File: src/verilog/tmc_pkg.sv
`default_nettype none
package tmc_pkg;
    // ********************************************************
    // widths
    // ********************************************************
    localparam int unsigned WORD_BITS = 15;
    localparam int unsigned GRP_DATA = 5;
    localparam int unsigned GRP_BITS = 6;
    localparam int unsigned TAPE_BITS = 18;
    localparam int unsigned NUM_GRPS = 3;
    // ********************************************************
    // track offsets of the three copies (zero based)
    // ********************************************************
    localparam int unsigned COPY_A = 0;
    localparam int unsigned COPY_B = 6;
    localparam int unsigned COPY_C = 12;
    // ********************************************************
    // counts and reset values
    // ********************************************************
    localparam logic [1:0] GRP_CNT_RST = 2'h0;
    localparam logic [1:0] GRP_LAST = 2'h2;
    localparam logic [17:0] TAPE_RST = 18'h00000;
    localparam logic [14:0] WORD_RST = 15'h0000;
    // tape word period in ns and its cycle count at 10 MHz (floor)
    localparam int unsigned TAPE_PERIOD_NS = 78000;
    localparam int unsigned CLK_PERIOD_NS = 100;
    localparam int unsigned TAPE_PERIOD_CYC = TAPE_PERIOD_NS / CLK_PERIOD_NS;
    // ********************************************************
    // carriers
    // ********************************************************
    typedef struct packed {
        logic valid;
        logic [17:0] bits;
    } tmc_tape_type;
    typedef struct packed {
        logic valid;
        logic [14:0] bits;
    } tmc_word_type;
    typedef enum logic [1:0] {
        DEC_IDLE = 2'b00,
        DEC_VOTE = 2'b01,
        DEC_FIX = 2'b10,
        DEC_CHECK = 2'b11
    } tmc_dec_state_type;
endpackage : tmc_pkg
`default_nettype wire
File: src/verilog/tmc_codec.sv
`default_nettype none
// How it works
// RQ1 - encoder splits each 15-bit word into three 5-bit groups
// RQ2 - each group gets an odd parity bit over six bits
// RQ3 - tape word holds group true, inverted, true across 18 tracks
// RQ4 - tape words go out first group first, then second, third
// RQ5 - received tape word, already deskewed, is strobed into a buffer
// RQ6 - tracks n, n+6, n+12 are the three copies of group bit n
// RQ7 - centre copy re-inverted, six bits majority voted into register
// RQ8 - on parity failure toggle the bit whose voter disagreed
// RQ9 - recheck parity; accepted group lands in its third, parity kept
// RQ10 - after three groups, composite parity checks all fifteen bits
// RQ11 - good word goes to core memory before next tape word
// RQ12 - tape words arrive about every 78 us; decode finishes well within
// RQ13 - uncorrectable group or bad composite rejects word, raises flag
module tmc_codec (
    // clock and reset
    input wire logic clk,
    input wire logic rst_n,
    // write path: core memory word to tape
    input wire tmc_pkg::tmc_word_type wr_word,
    output logic wr_ready,
    output tmc_pkg::tmc_tape_type wr_tape,
    input wire logic wr_tape_ready,
    // read path: deskewed tape word to core memory
    input wire tmc_pkg::tmc_tape_type rd_tape,
    input wire logic rd_restart,
    output tmc_pkg::tmc_word_type rd_word,
    output logic parity_fail
);
    import tmc_pkg::*;

    // ********************************************************
    // write path
    // ********************************************************
    tmc_encoder u_enc (
        .clk(clk),
        .rst_n(rst_n),
        .word_in(wr_word),
        .word_ready(wr_ready),
        .tape_out(wr_tape),
        .tape_ready(wr_tape_ready)
    );

    // ********************************************************
    // read path
    // ********************************************************
    tmc_dec_state_type state;
    logic [17:0] in_buf;
    logic [5:0] voted_group_register;
    logic [5:0] next_voted;
    logic [5:0] disagree;
    logic [14:0] assembly;
    logic [2:0] held_par;
    logic [1:0] grp;
    logic bad_seen;
    logic grp_ok;

    // per bit: copies, centre uninverted, vote and disagreement
    genvar gi;
    generate
        for (gi = 0; gi < GRP_BITS; gi++) begin : g_vote
            logic ca, cb, cc;
            assign ca = in_buf[COPY_A + gi]; // see RQ6
            assign cb = ~in_buf[COPY_B + gi]; // see RQ7
            assign cc = in_buf[COPY_C + gi];
            assign next_voted[gi] = (ca & cb) | (ca & cc) | (cb & cc);
            assign disagree[gi] = !((ca == cb) && (cb == cc));
        end
    endgenerate

    assign grp_ok = ^voted_group_register;

    // buffer strobe; only taken when idle, words come far apart
    always_ff @(posedge clk or negedge rst_n) begin
        if (!rst_n) begin
            in_buf <= TAPE_RST;
        end else if (state == DEC_IDLE && rd_tape.valid) begin
            in_buf <= rd_tape.bits; // see RQ5
        end
    end

    // four cycles per tape word, far below the tape period
    always_ff @(posedge clk or negedge rst_n) begin
        if (!rst_n) begin
            state <= DEC_IDLE;
        end else begin
            unique case (state)
                DEC_IDLE: begin
                    if (rd_tape.valid) begin
                        state <= DEC_VOTE;
                    end
                end
                DEC_VOTE: state <= DEC_FIX;
                DEC_FIX: state <= DEC_CHECK;
                DEC_CHECK: state <= DEC_IDLE; // see RQ12
            endcase
        end
    end

    always_ff @(posedge clk or negedge rst_n) begin
        if (!rst_n) begin
            voted_group_register <= 6'h00;
        end else if (state == DEC_VOTE) begin
            voted_group_register <= next_voted; // see RQ7
        end else if (state == DEC_FIX && !grp_ok) begin
            // a triple error may show two disagreeing voters; both flip
            voted_group_register <= voted_group_register ^ disagree; // see RQ8
        end
    end

    // group accumulation and word release
    always_ff @(posedge clk or negedge rst_n) begin
        if (!rst_n) begin
            assembly <= WORD_RST;
            held_par <= 3'h0;
            grp <= GRP_CNT_RST;
            bad_seen <= 1'b0;
            rd_word <= '0;
            parity_fail <= 1'b0;
        end else begin
            rd_word.valid <= 1'b0;
            // a clear and a new failure in one cycle: the failure wins
            if (rd_restart) begin
                parity_fail <= 1'b0;
            end
            if (state == DEC_CHECK) begin
                if (grp_ok) begin
                    assembly[5*grp +: 5] <= voted_group_register[4:0]; // see RQ9
                    held_par[grp] <= voted_group_register[5];
                end
                if (grp == GRP_LAST) begin
                    grp <= GRP_CNT_RST;
                    bad_seen <= 1'b0;
                    // composite: odd groups sum to odd total of 18 bits
                    if (grp_ok && !bad_seen &&
                        (^{assembly[9:0], voted_group_register,
                           held_par[1:0]})) begin // see RQ10
                        rd_word.valid <= 1'b1; // see RQ11
                        rd_word.bits <= {voted_group_register[4:0],
                                         assembly[9:0]};
                    end else begin
                        parity_fail <= 1'b1; // see RQ13
                    end
                end else begin
                    grp <= grp + 2'h1;
                    bad_seen <= bad_seen | !grp_ok; // see RQ13
                end
            end
            if (rd_restart) begin
                grp <= GRP_CNT_RST;
                bad_seen <= 1'b0;
            end
        end
    end

    // ********************************************************
    // checks
    // ********************************************************
    property p_fix_parity;
        @(posedge clk) disable iff (!rst_n)
        (state == DEC_FIX && !grp_ok && $countones(disagree) == 1)
            |=> grp_ok;
    endproperty
    a_fix_parity: assert property (p_fix_parity) // see RQ8
        else $error("single disagreement not corrected");

    property p_decode_time;
        @(posedge clk) disable iff (!rst_n)
        (state == DEC_IDLE && rd_tape.valid) |=> ##2 state == DEC_CHECK
            ##1 state == DEC_IDLE;
    endproperty
    a_decode_time: assert property (p_decode_time) // see RQ12
        else $error("decode sequence length wrong");

    property p_out_pulse;
        @(posedge clk) disable iff (!rst_n)
        rd_word.valid |=> !rd_word.valid;
    endproperty
    a_out_pulse: assert property (p_out_pulse) // see RQ11
        else $error("word valid longer than one cycle");

    property p_out_parity;
        @(posedge clk) disable iff (!rst_n)
        $rose(rd_word.valid) |-> $past(state) == DEC_CHECK;
    endproperty
    a_out_parity: assert property (p_out_parity) // see RQ10
        else $error("word released outside check");

    property p_no_both;
        @(posedge clk) disable iff (!rst_n)
        rd_word.valid |-> !$rose(parity_fail);
    endproperty
    a_no_both: assert property (p_no_both) // see RQ13
        else $error("word released and rejected together");

    property p_vote_load;
        @(posedge clk) disable iff (!rst_n)
        state == DEC_VOTE |=> voted_group_register == $past(next_voted);
    endproperty
    a_vote_load: assert property (p_vote_load) // see RQ7
        else $error("voted group not loaded");

    property p_enc_parity;
        @(posedge clk) disable iff (!rst_n)
        wr_tape.valid |-> ^wr_tape.bits[5:0];
    endproperty
    a_enc_parity: assert property (p_enc_parity) // see RQ2
        else $error("encoded group not odd parity");

    property p_enc_copies;
        @(posedge clk) disable iff (!rst_n)
        wr_tape.valid |-> (wr_tape.bits[17:12] == ~wr_tape.bits[11:6])
            && (wr_tape.bits[17:12] == wr_tape.bits[5:0]);
    endproperty
    a_enc_copies: assert property (p_enc_copies) // see RQ3
        else $error("tape copies inconsistent");

    property p_buf_load;
        @(posedge clk) disable iff (!rst_n)
        (state == DEC_IDLE && rd_tape.valid)
            |=> in_buf == $past(rd_tape.bits);
    endproperty
    a_buf_load: assert property (p_buf_load) // see RQ5
        else $error("tape word not strobed into buffer");

    property p_buf_hold;
        @(posedge clk) disable iff (!rst_n)
        state != DEC_IDLE |=> $stable(in_buf);
    endproperty
    a_buf_hold: assert property (p_buf_hold) // see RQ5
        else $error("buffer changed while decoding");

    property p_vote_true;
        @(posedge clk) disable iff (!rst_n)
        (state == DEC_VOTE && disagree == 6'h00)
            |=> voted_group_register == $past(in_buf[5:0]);
    endproperty
    a_vote_true: assert property (p_vote_true) // see RQ6
        else $error("unanimous vote differs from first copy");

    property p_vote_centre;
        @(posedge clk) disable iff (!rst_n)
        (state == DEC_VOTE && disagree == 6'h00)
            |=> voted_group_register == ~$past(in_buf[11:6]);
    endproperty
    a_vote_centre: assert property (p_vote_centre) // see RQ7
        else $error("centre copy not re-inverted");

    property p_fix_keep;
        @(posedge clk) disable iff (!rst_n)
        (state == DEC_FIX && grp_ok) |=> $stable(voted_group_register);
    endproperty
    a_fix_keep: assert property (p_fix_keep) // see RQ8
        else $error("good group altered by correction");

    property p_accept;
        @(posedge clk) disable iff (!rst_n)
        (state == DEC_CHECK && grp_ok && grp == GRP_CNT_RST)
            |=> assembly[4:0] == $past(voted_group_register[4:0])
            && held_par[0] == $past(voted_group_register[5]);
    endproperty
    a_accept: assert property (p_accept) // see RQ9
        else $error("accepted group not stored");

    property p_release_last;
        @(posedge clk) disable iff (!rst_n)
        rd_word.valid |-> $past(grp) == GRP_LAST;
    endproperty
    a_release_last: assert property (p_release_last) // see RQ10
        else $error("word released before third group");

    property p_fail_set;
        @(posedge clk) disable iff (!rst_n)
        (state == DEC_CHECK && !grp_ok && grp == GRP_LAST) |=> parity_fail;
    endproperty
    a_fail_set: assert property (p_fail_set) // see RQ13
        else $error("bad last group not flagged");

    property p_fail_sticky;
        @(posedge clk) disable iff (!rst_n)
        (parity_fail && !rd_restart) |=> parity_fail;
    endproperty
    a_fail_sticky: assert property (p_fail_sticky) // see RQ13
        else $error("failure flag dropped without restart");

    property p_fail_clear;
        @(posedge clk) disable iff (!rst_n)
        (rd_restart && state != DEC_CHECK) |=> !parity_fail;
    endproperty
    a_fail_clear: assert property (p_fail_clear) // see RQ13
        else $error("failure flag not cleared by restart");

    property p_enc_hold;
        @(posedge clk) disable iff (!rst_n)
        (wr_tape.valid && !wr_tape_ready) |=> $stable(wr_tape);
    endproperty
    a_enc_hold: assert property (p_enc_hold) // see RQ4
        else $error("tape word changed before it was taken");

    property p_enc_busy;
        @(posedge clk) disable iff (!rst_n)
        (wr_word.valid && wr_ready) |=> !wr_ready;
    endproperty
    a_enc_busy: assert property (p_enc_busy) // see RQ4
        else $error("encoder ready while groups pending");

endmodule : tmc_codec
`default_nettype wire

File: src/verilog/tmc_encoder.sv
`default_nettype none
module tmc_encoder (
    // clock and reset
    input wire logic clk,
    input wire logic rst_n,
    // computer word in
    input wire tmc_pkg::tmc_word_type word_in,
    output logic word_ready,
    // tape word out
    output tmc_pkg::tmc_tape_type tape_out,
    input wire logic tape_ready
);
    import tmc_pkg::*;
    logic [14:0] held;
    logic [1:0] grp;
    logic busy;
    logic [4:0] sel;
    logic [5:0] grp6;
    // first group is the low five bits, consumed first
    always_comb begin
        sel = held[5*grp +: 5]; // see RQ1 see RQ4
        grp6 = {~^sel, sel}; // see RQ2
    end
    assign word_ready = !busy;
    always_ff @(posedge clk or negedge rst_n) begin
        if (!rst_n) begin
            busy <= 1'b0;
            held <= WORD_RST;
            grp <= GRP_CNT_RST;
        end else if (!busy) begin
            if (word_in.valid) begin
                busy <= 1'b1;
                held <= word_in.bits;
                grp <= GRP_CNT_RST;
            end
        end else if (!tape_out.valid || tape_ready) begin
            // step only when the output stage loads, so a stall never skips a group
            if (grp == GRP_LAST) begin
                busy <= 1'b0;
                grp <= GRP_CNT_RST;
            end else begin
                grp <= grp + 2'h1; // see RQ4
            end
        end
    end
    always_ff @(posedge clk or negedge rst_n) begin
        if (!rst_n) begin
            tape_out <= '0;
        end else begin
            // output stage holds a word until the channel takes it
            if (busy && (!tape_out.valid || tape_ready)) begin
                tape_out.valid <= 1'b1;
                tape_out.bits <= {grp6, ~grp6, grp6}; // see RQ3
            end else if (tape_ready) begin
                tape_out.valid <= 1'b0;
            end
        end
    end
endmodule : tmc_encoder
`default_nettype wire

File: config.mk
export PLATFORM = sky130hd
export DESIGN_NAME = tmc_codec
export DESIGN_NICKNAME = d
export VERILOG_FILES = /design/src/verilog/tmc_pkg.sv /design/src/verilog/tmc_codec.sv /design/src/verilog/tmc_encoder.sv
export SDC_FILE = /design/constraint.sdc
export NUM_CORES = 1
export LEC_CHECK = 0
export ABC_AREA = 1
export BUFFER_PORTS_ARGS = -buffer_cell sky130_fd_sc_hd__buf_4
export CORE_MARGIN = 5
export CORE_UTILIZATION = 50
export CTS_CLUSTER_DIAMETER = 50
export DETAILED_ROUTE_END_ITERATION = 10
export GPL_TIMING_DRIVEN = 1
export HOLD_SLACK_MARGIN = 0.12
export PLACE_DENSITY = 0.76
export SLEW_MARGIN = 5
export SYNTH_ARGS = -nofsm -noshare
export SYNTH_HDL_FRONTEND = slang
export SYNTH_SLANG_ARGS = --single-unit
File: constraint.sdc
create_clock -name clk -period 4.05 [get_ports clk]
set_input_delay 0.6075 -clock clk [delete_from_list [all_inputs] [get_ports clk]]
set_output_delay 0.6075 -clock clk [all_outputs]
set_load 0.02 [all_outputs]
==> results of run 1 <==
-- path summary, 6_finish.rpt --
| kind | from | cells past startpoint | slack [ps] | end |
|---|---|---|---|---|
| max in group asynchronous | rst_n | 1 | 2890 | bad_seen |
| max reg2reg | assembly[6] | 13 | 1950 | rd_word[9] |
| min reg2reg | rd_word[2] | 2 | 480 | rd_word[2] |
| min | rst_n | 1 | 450 | u_enc.tape_out[7] |
| min in group clk | rd_tape[15] | 2 | 470 | in_buf[15] |
| max | assembly[6] | 13 | 1950 | rd_word[9] |
-- cell families (layout without fill, tap and decap cells) --
kind of cell / count (synthesis) / after routing
buffers and inverters: 63 / 132
and+or+nand+nor: 218 / 218
xor gates and xnor gates: 14 / 14
DFF: 89 / 89
AOI/OAI and AO/OA: 47 / 47
adders and majority gates: 22 / 22
muxes: 26 / 26
-- layout make-up --
class                      count  area, µm²
clock buffer                  11        151
clock inverter                 4       52.6
fill                         794       3460
inverter                      42        158
multi-input combinational    327       1930
sequential                    89       2230
tap                          108        135
timing repair buffer          75        563
-- where the power goes --
group	internal (mW)	switching (mW)	total [mW]
logic	0.875	1.37	2.24
clock network	0.317	0.313	0.630
registers	1.24	0.288	1.53
total	2.44	1.97	4.40
-- metal layers --
layer,wire length (µm),vias up
met2,4520,87
met3,538,13
met4,154,0
met1,3820,1630
li1,-,1694
met5,0,-
-- synthesized netlist by cell type (all sizes together) --
| library cell | number | area (µm²) |
|---|---|---|
| nor2 | 26 | 119 |
| o21a | 3 | 22.5 |
| nand2 | 145 | 554 |
| xnor2 | 8 | 70.1 |
| buf | 11 | 77.6 |
| inv | 40 | 150 |
| a21oi | 11 | 55.1 |
| xor2 | 6 | 52.6 |
| nand4 | 17 | 106 |
| a221oi | 1 | 8.76 |
| or2 | 1 | 6.26 |
| nand3 | 26 | 143 |
| ha | 22 | 275 |
| a211o | 2 | 17.5 |
| nor3 | 2 | 10.0 |
| o21ai | 20 | 100 |
| clkbuf | 10 | 40.0 |
| clkinv | 2 | 7.51 |
| o211ai | 3 | 22.5 |
| mux2 | 26 | 293 |
| a2111o | 4 | 45.0 |
| a22oi | 1 | 7.51 |
| o22ai | 2 | 12.5 |
| dfrtp | 89 | 2230 |
| nand3b | 1 | 7.51 |
-- flip-flops by register name, summed over array words and instances (netlist names), 6 cells and up --
| signal | count |
|---|---|
| rd_word | 16 |
| assembly | 10 |
| u_enc.held | 15 |
| in_buf | 18 |
| u_enc.tape_out | 13 |
| voted_group_register | 6 |
-- through the flow --
stage | setup slack, ps | total power, mW
after global routing | 1690 | 4.80
after CTS | 1960 | 4.44
after global placement | 2080 | 3.67
after floorplan | 2280 | 3.26
after detailed placement | 1980 | 3.80
final | 1950 | 4.40
-- critical path, cell delays in order (launching register included) --
cell and delay [ps]:
dfrtp_1 430, inv_1 100, nand2_1 80, nand2_1 70, nand2_1 60, nand2_1 70
nand2_1 70, nand3_1 90, nand2_1 80, nand2_1 50, nand2_1 420, nand3_4 300
nand2_1 140, nand2_1 50
==> flow_metrics.tcl, run 1 <==
set metrics [dict create \
    status "finished clean" \
    tritoncts "yes" \
    synth_xor_area_share_pct 2.77 \
    post-route-util_pct 60.1 \
    pin_count 76 \
    syn_avg_cell_area_um2 9.25 \
    grt_pass1_wl_um 15700 \
    synth_fa_ha_area_share_pct 6.21 \
    setup_tns_ps 0 \
    drt_wl_total_um 9040 \
    fin_skew_ps 13.9 \
    num_rows 34 \
    peakVddDrop_mv 0.350 \
    fp.dieH_um 104 \
    cp_max_fo 17 \
    port_buffers 75 \
    final_common_cell "nand2_1" \
    drtAntennaViolNets 0 \
    rsz0062_at_grt "false" \
    synth_mux_area_share_pct 6.61 \
    max_slew.worst_pin.slew_ps 1110 \
    area_growth_pct 17.7 \
    p_leak_nw 2.74 \
    wl_per_cell_um 13.8 \
    synth_top_family_by_area "simple AND/OR/NAND/NOR gates" \
    synthesis.nets 540 \
    cp-start-kind "flip-flop" \
    clock_sinks 89 \
    min_period_ps 2100 \
    placedCellCount 641 \
    antenna_cells 0 \
    placed_area_um2 5010 \
    fin_hold_ws_ps 447 \
    synth_compound_area_share_pct 6.58 \
    numCtsBuffers 9 \
    cts_root_buffer "clkbuf_8" \
    clk_latency_ps 360 \
    hold_path_class "input pin to async pin" \
    ys_seq_elements 89 \
    grt_usage_pct 17.3 \
    die_w_um 104 \
    drt_pass1_iterations 4 \
    drive_gt1_share_pct 22.8 \
    required_ps 4290 \
    end_kind "flip-flop" \
    final-setup-viol-count 0 \
    drv_slew 0 \
    cap_violations 0 \
    final_area_um2 5220 \
    grt_max_degree 90 \
    grt.busiest_layer "met2" \
    synthesis.area_um2 4430 \
    instances_no_fill 656 \
    cts_buffer_depth 2 \
    post_cts_buffers 0 \
    powerDensity_nw_per_um2 844 \
    place_congestion 0.786 \
    layout_common_cells "nand2_1 (143), dfrtp_1 (89), buf_4 (75)" \
    grt_use_met2_pct 29.5 \
    path_class "flip-flop to flip-flop" \
    netlist-cell-type-count 35 \
    syn-instance-count 479 \
    grt_pass1_vias 3429 \
    slew_headroom_pct 26.1 \
    met1_usage_pct 21.7 \
    synthSimpleGateAreaFrac_pct 21.3 \
    die-area_um2 10800 \
    period_share_pct 51.9 \
    fmax_ghz 0.476 \
    gr-total-overflow 0 \
    yosysWarnings 0 \
    vias 3424 \
    grt_antenna_before_repair 0 \
    dpl.hpwl_um 6620 \
    via_per_inst 5.22 \
    grt_use_met3_pct 3.54 \
    drt_iter0_markers 134 \
    drc 0 \
    cts_resized 0 \
    start_util_pct 51.1 \
    finalHoldViolations 0 \
    coreArea_um2 8680 \
    path_clk_slew_ps 90 \
    nets 605 \
    arrival_ps 2340 \
    ys_seq_area_share_pct 50.3 \
    cts_max_level 3 \
    postCtsHoldBufs 0 \
]
Note: power is estimated with default switching activity, not from simulation.
==> run 2: changes to the inputs <==
==> constraint.sdc (replaced) <==
create_clock -name clk -period 2 [get_ports clk]
set_input_delay 0.3 -clock clk [delete_from_list [all_inputs] [get_ports clk]]
set_output_delay 0.3 -clock clk [all_outputs]
set_load 0.02 [all_outputs]
==> flow_metrics.tcl, run 2 (synthesized netlist as in run 1, its figures left out) <==
set metrics [dict create \
    status "finished clean" \
    via_per_inst 5.26 \
    clock_sinks 89 \
    grt_usage_pct 18.2 \
    fp.dieH_um 104 \
    period_share_pct 89.9 \
    area_growth_pct 20.4 \
    hold_path_class "input pin to flip-flop" \
    grt_pass1_wl_um 16400 \
    pin_count 76 \
    p_leak_nw 2.79 \
    grt_antenna_before_repair 0 \
    die_w_um 104 \
    post-route-util_pct 61.5 \
    multi_input_area_um2 1940 \
    start_util_pct 51.1 \
    finalHoldViolations 0 \
    cts_buffer_depth 2 \
    drt_iter0_markers 154 \
    arrival_ps 2050 \
    coreArea_um2 8680 \
    cp-start-kind "flip-flop" \
    peakVddDrop_mv 0.826 \
    vias 3498 \
    path_clk_slew_ps 100 \
    fmax_ghz 0.556 \
    drtAntennaViolNets 0 \
    grt_use_met2_pct 30.1 \
    cp.buffers_inverters 1 \
    path_class "flip-flop to flip-flop" \
    antenna_cells 0 \
    drc 0 \
    powerDensity_nw_per_um2 1750 \
    path_delay_family "simple AND/OR/NAND/NOR gates" \
    cpMaxStageDelayCell "dfrtp_1" \
    min_period_ps 1800 \
    layout_common_cells "nand2_1 (142), dfrtp_1 (89), buf_4 (81)" \
    dpl.hpwl_um 6920 \
    gr-total-overflow 0 \
    cp_common_cell "nand2_1" \
    clk_latency_ps 360 \
    cap_violations 0 \
    slew_headroom_pct 53.8 \
    max_slew.worst_pin.slew_ps 691 \
    final_common_cell "nand2_1" \
    slowest_delay_ps 490 \
    top_register "in_buf" \
    fin_hold_ws_ps 158 \
    wl_per_cell_um 14.1 \
    cts_max_level 3 \
    drt_pass1_iterations 5 \
    drv_slew 0 \
    cp_max_fo 16 \
    grt_max_degree 36 \
    final.fill_count 751 \
    grt_pass1_vias 3574 \
    numCtsBuffers 9 \
    grt_use_met3_pct 4.72 \
    tritoncts "yes" \
    largest_reg_flops 18 \
    port_buffers 75 \
    drive_gt1_share_pct 24.2 \
    place_congestion 0.842 \
    required_ps 2260 \
    setup_tns_ps 0 \
    num_rows 34 \
    die-area_um2 10800 \
    crit_chain "xnor2_1, xnor2_1, inv_1, nand2_1, nand2_4, nor2_8, nand3_4, nand2_1, nand2_1" \
    placedCellCount 648 \
    cts_root_buffer "clkbuf_8" \
    grt.busiest_layer "met2" \
    drt_wl_total_um 9350 \
    final-setup-viol-count 0 \
    met1_usage_pct 22.6 \
    top_regs "in_buf: 18 flops, rd_word: 16 flops, u_enc.held: 15 flops" \
    fin_skew_ps 9.77 \
    instances_no_fill 665 \
    rsz0062_at_grt "false" \
    end_kind "flip-flop" \
    seq_area_um2 2230 \
    nets 613 \
]
-- run 2: cell count changes in the layout (fill, tap and decap cells not counted) --
cell	delta
buf_12	+1
buf_4	+6
bufinv_16	+2
clkbuf_1	+1
clkbuf_8	-2
clkinv_2	-1
clkinv_4	-2
clkinvlp_4	+2
dlygate4sd3_1	+1
inv_6	+1
nand2_1	-1
nand2_2	+1
nor2_1	-2
nor2_2	+2
-- run 2: final timing paths --
path | start | end | slack, ps | depth (start not counted)
min reg2reg | rd_word[14] | rd_word[14] | 480 | 2
min | wr_word[5] | u_enc.held[5] | 160 | 2
max | voted_group_register[3] | rd_word[10] | 200 | 9
min in group asynchronous | rst_n | u_enc.tape_out[6] | 420 | 2
max in group asynchronous | rst_n | in_buf[16] | 910 | 3
max reg2reg | voted_group_register[3] | rd_word[10] | 200 | 9
-- run 2: cell type report --
cell class	instances	share of cell area (%)
Clock buffer	10	2.39
Clock inverter	6	2.13
Inverter	42	2.95
Multi-Input combinational cell	327	36.3
Sequential cell	89	41.7
Tap cell	108	2.53
Timing Repair Buffer	83	12.0
-- run 2: timing repair --
item / 4_1_cts / 5_1_grt
setup buffers: 0 / 0
hold endpoints to repair: 33 / 0
resized for setup: 0 / 3
setup endpoints to repair: 0 / 17
hold buffers: 1 / 0
-- run 2: where the power goes --
part / leakage [nW] / internal, mW / total (mW) / switching [mW]
Combinational: 1.57 / 1.90 / 4.73 / 2.83
Sequential: 1.11 / 2.52 / 3.10 / 0.580
Clock: 0.113 / 0.835 / 1.49 / 0.657
Total: 2.79 / 5.26 / 9.32 / 4.07
-- run 2: worst register-to-register path: stages, from the launching register on --
cell	delay [ps]
dfrtp_1	490
xnor2_1	240
xnor2_1	170
inv_1	60
nand2_1	90
nand2_4	100
nor2_8	160
nand3_4	200
nand2_1	120
nand2_1	60
-- run 2: per-stage QoR --
step                power [mW]  setup slack [ps]  instance area (µm²)
floorplan                 6.60               231                 4430
global placement          7.61               264                 5080
detailed placement        7.84               182                 5080
CTS                       9.34               145                 5330
global route              10.1              24.7                 5340
finish                    9.32               202                 5340
-- run 2: metal layers --
metal  wire (µm)  share of wire (%)
met5           0                  0
met4         218                2.3
met3         638                6.8
met1        4040                 43
met2        4450                 48
==> run 3: changes to the inputs <==
--- a/config.mk
+++ b/config.mk
@@ -8,12 +8,12 @@
 export ABC_AREA = 1
 export BUFFER_PORTS_ARGS = -buffer_cell sky130_fd_sc_hd__buf_4
 export CORE_MARGIN = 5
-export CORE_UTILIZATION = 50
+export CORE_UTILIZATION = 40
 export CTS_CLUSTER_DIAMETER = 50
 export DETAILED_ROUTE_END_ITERATION = 10
 export GPL_TIMING_DRIVEN = 1
 export HOLD_SLACK_MARGIN = 0.12
-export PLACE_DENSITY = 0.76
+export PLACE_DENSITY = 0.64
 export SLEW_MARGIN = 5
 export SYNTH_ARGS = -nofsm -noshare
 export SYNTH_HDL_FRONTEND = slang
==> flow_metrics.tcl, run 3 (synthesized netlist as in run 1, its figures left out) <==
set metrics [dict create \
    cp-start-kind "flip-flop" \
    p_leak_nw 2.82 \
    slew_headroom_pct 56.7 \
    cts_max_level 3 \
    place_congestion 0.765 \
    layout_common_cells "nand2_1 (142), dfrtp_1 (89), buf_4 (84)" \
    wl_per_cell_um 13.3 \
    peakVddDrop_mv 0.849 \
    hold_path_class "input pin to flip-flop" \
    final_common_cell "nand2_1" \
    fin_hold_ws_ps 171 \
    top_register "in_buf" \
    clock_sinks 89 \
    drv_slew 0 \
    period_share_pct 92.2 \
    cap_violations 0 \
    grt_max_degree 43 \
    grt_usage_pct 15.1 \
    finalHoldViolations 0 \
    multi_input_area_um2 1940 \
    fp.dieH_um 115 \
    port_buffers 75 \
    reg2regPathDepth 9 \
    pin_count 76 \
    via_per_inst 4.93 \
    drive_gt1_share_pct 24.9 \
    numCtsBuffers 9 \
    drtAntennaViolNets 0 \
    seq_area_um2 2230 \
    coreArea_um2 10800 \
    cts_buffer_depth 2 \
    rsz0062_at_grt "false" \
    fmax_ghz 0.542 \
    setup_tns_ps 0 \
    final.fill_count 1017 \
    critPathLaunch "voted_group_register[3]" \
    min_period_ps 1840 \
    tritoncts "yes" \
    powerDensity_nw_per_um2 1750 \
    rrSetupSlack_ps 160 \
    crit_end "voted_group_register[4]" \
    die-area_um2 13300 \
    largest_reg_flops 18 \
    start_util_pct 40.9 \
    grt_antenna_before_repair 0 \
    grt_pass1_wl_um 16000 \
    post_cts_buffers 0 \
    path_class "flip-flop to flip-flop" \
    area_growth_pct 22.4 \
    drt_iter0_markers 144 \
    drt_wl_total_um 9300 \
    arrival_ps 2080 \
    required_ps 2240 \
    timing.rr.start "voted_group_register[3]" \
    status "finished clean" \
    cts_root_buffer "clkbuf_8" \
    drc 0 \
    cp_max_fo 8 \
    die_w_um 115 \
    grt_pass1_vias 3466 \
    vias 3445 \
    drt_pass1_iterations 4 \
    top_regs "in_buf: 18 flops, rd_word: 16 flops, u_enc.held: 15 flops" \
    end_kind "flip-flop" \
    nets 616 \
    gr-total-overflow 0 \
    path_clk_slew_ps 90 \
    num_rows 38 \
    r2r-end "voted_group_register[4]" \
    final-setup-viol-count 0 \
    dpl.hpwl_um 6970 \
    fin_skew_ps 8.62 \
    antenna_cells 0 \
    clk_latency_ps 350 \
    max_slew.worst_pin.slew_ps 648 \
]
==> run 3: cell types whose count changed in the layout (fill, tap and decap cells not counted) <==
cell | before | now
clkbuf_8 | 9 | 10
nor2_2 | 4 | 5
bufinv_16 | 3 | 4
inv_6 | 1 | 0
nor2_1 | 21 | 20
clkinvlp_4 | 2 | 1
buf_4 | 81 | 84
clkbuf_1 | 1 | 0
==> run 3: area by class of cell <==
class                           instances  area share (%)
Clock buffer                           10            2.54
Multi-Input combinational cell        327            35.7
Clock inverter                          5            2.35
Timing Repair Buffer                   86            12.2
Tap cell                              140            3.23
Inverter                               42            2.91
Sequential cell                        89            41.1
==> run 3: layer usage <==
| layer | GRT usage [%] | share of wire, % | vias up |
|---|---|---|---|
| li1 | - | - | 1721 |
| met5 | 0 | 0 | - |
| met2 | 25.1 | 48 | 73 |
| met3 | 2.58 | 4.8 | 9 |
| met4 | 5.48 | 1.4 | 0 |
| met1 | 19.8 | 46 | 1642 |
==> run 3: worst min-delay path by stage <==
stage                      startpoint            endpoint  slack [ps]  depth (start not counted)
after floorplan                 rst_n         assembly[0]           4                          0
after global placement          rst_n   u_enc.tape_out[9]         320                          1
after detailed placement        rst_n  u_enc.tape_out[14]         330                          1
after CTS                  wr_word[5]       u_enc.held[5]         150                          2
after global routing      rd_tape[17]          in_buf[17]         150                          2
final                      wr_word[5]       u_enc.held[5]         170                          2
==> run 3: stage by stage <==
| step | cell area (µm²) | worst slack (ps) | std cells | util (%) | total power, mW |
|---|---|---|---|---|---|
| 6_report | 5420 | 156 | 699 | 50.0 | 9.49 |
| 5_1_grt | 5420 | 18.1 | 699 | 50.0 | 10.4 |
| 3_5_place_dp | 5140 | 149 | 683 | 47.4 | 7.93 |
| 2_1_floorplan | 4430 | 231 | 479 | - | 6.60 |
| 4_1_cts | 5410 | 115 | 699 | 49.9 | 9.56 |
| 3_3_place_gp | 5140 | 221 | 683 | 47.4 | 7.75 |
==> run 3: worst max-delay path, stage by stage (launching register included) <==
cell and delay [ps]:
dfrtp_1 490, xnor2_1 250, xnor2_1 160, inv_1 60, nand2_1 90, nand2_4 100, nand2_2 130, nand2_1 210
o211ai_1 170, nand2_1 70
==> run 3: power by group <==
part	internal, mW	leakage, nW	switching (mW)
sequential	2.52	1.11	0.549
clock	0.984	0.129	0.620
combinational	1.95	1.59	2.86
==> run 3: repair_timing <==
item | CTS | global route
hold endpoints to repair | 40 | 0
hold buffers | 1 | 0
endpoints found under the setup margin | 0 | 10
resized for setup | 0 | 4
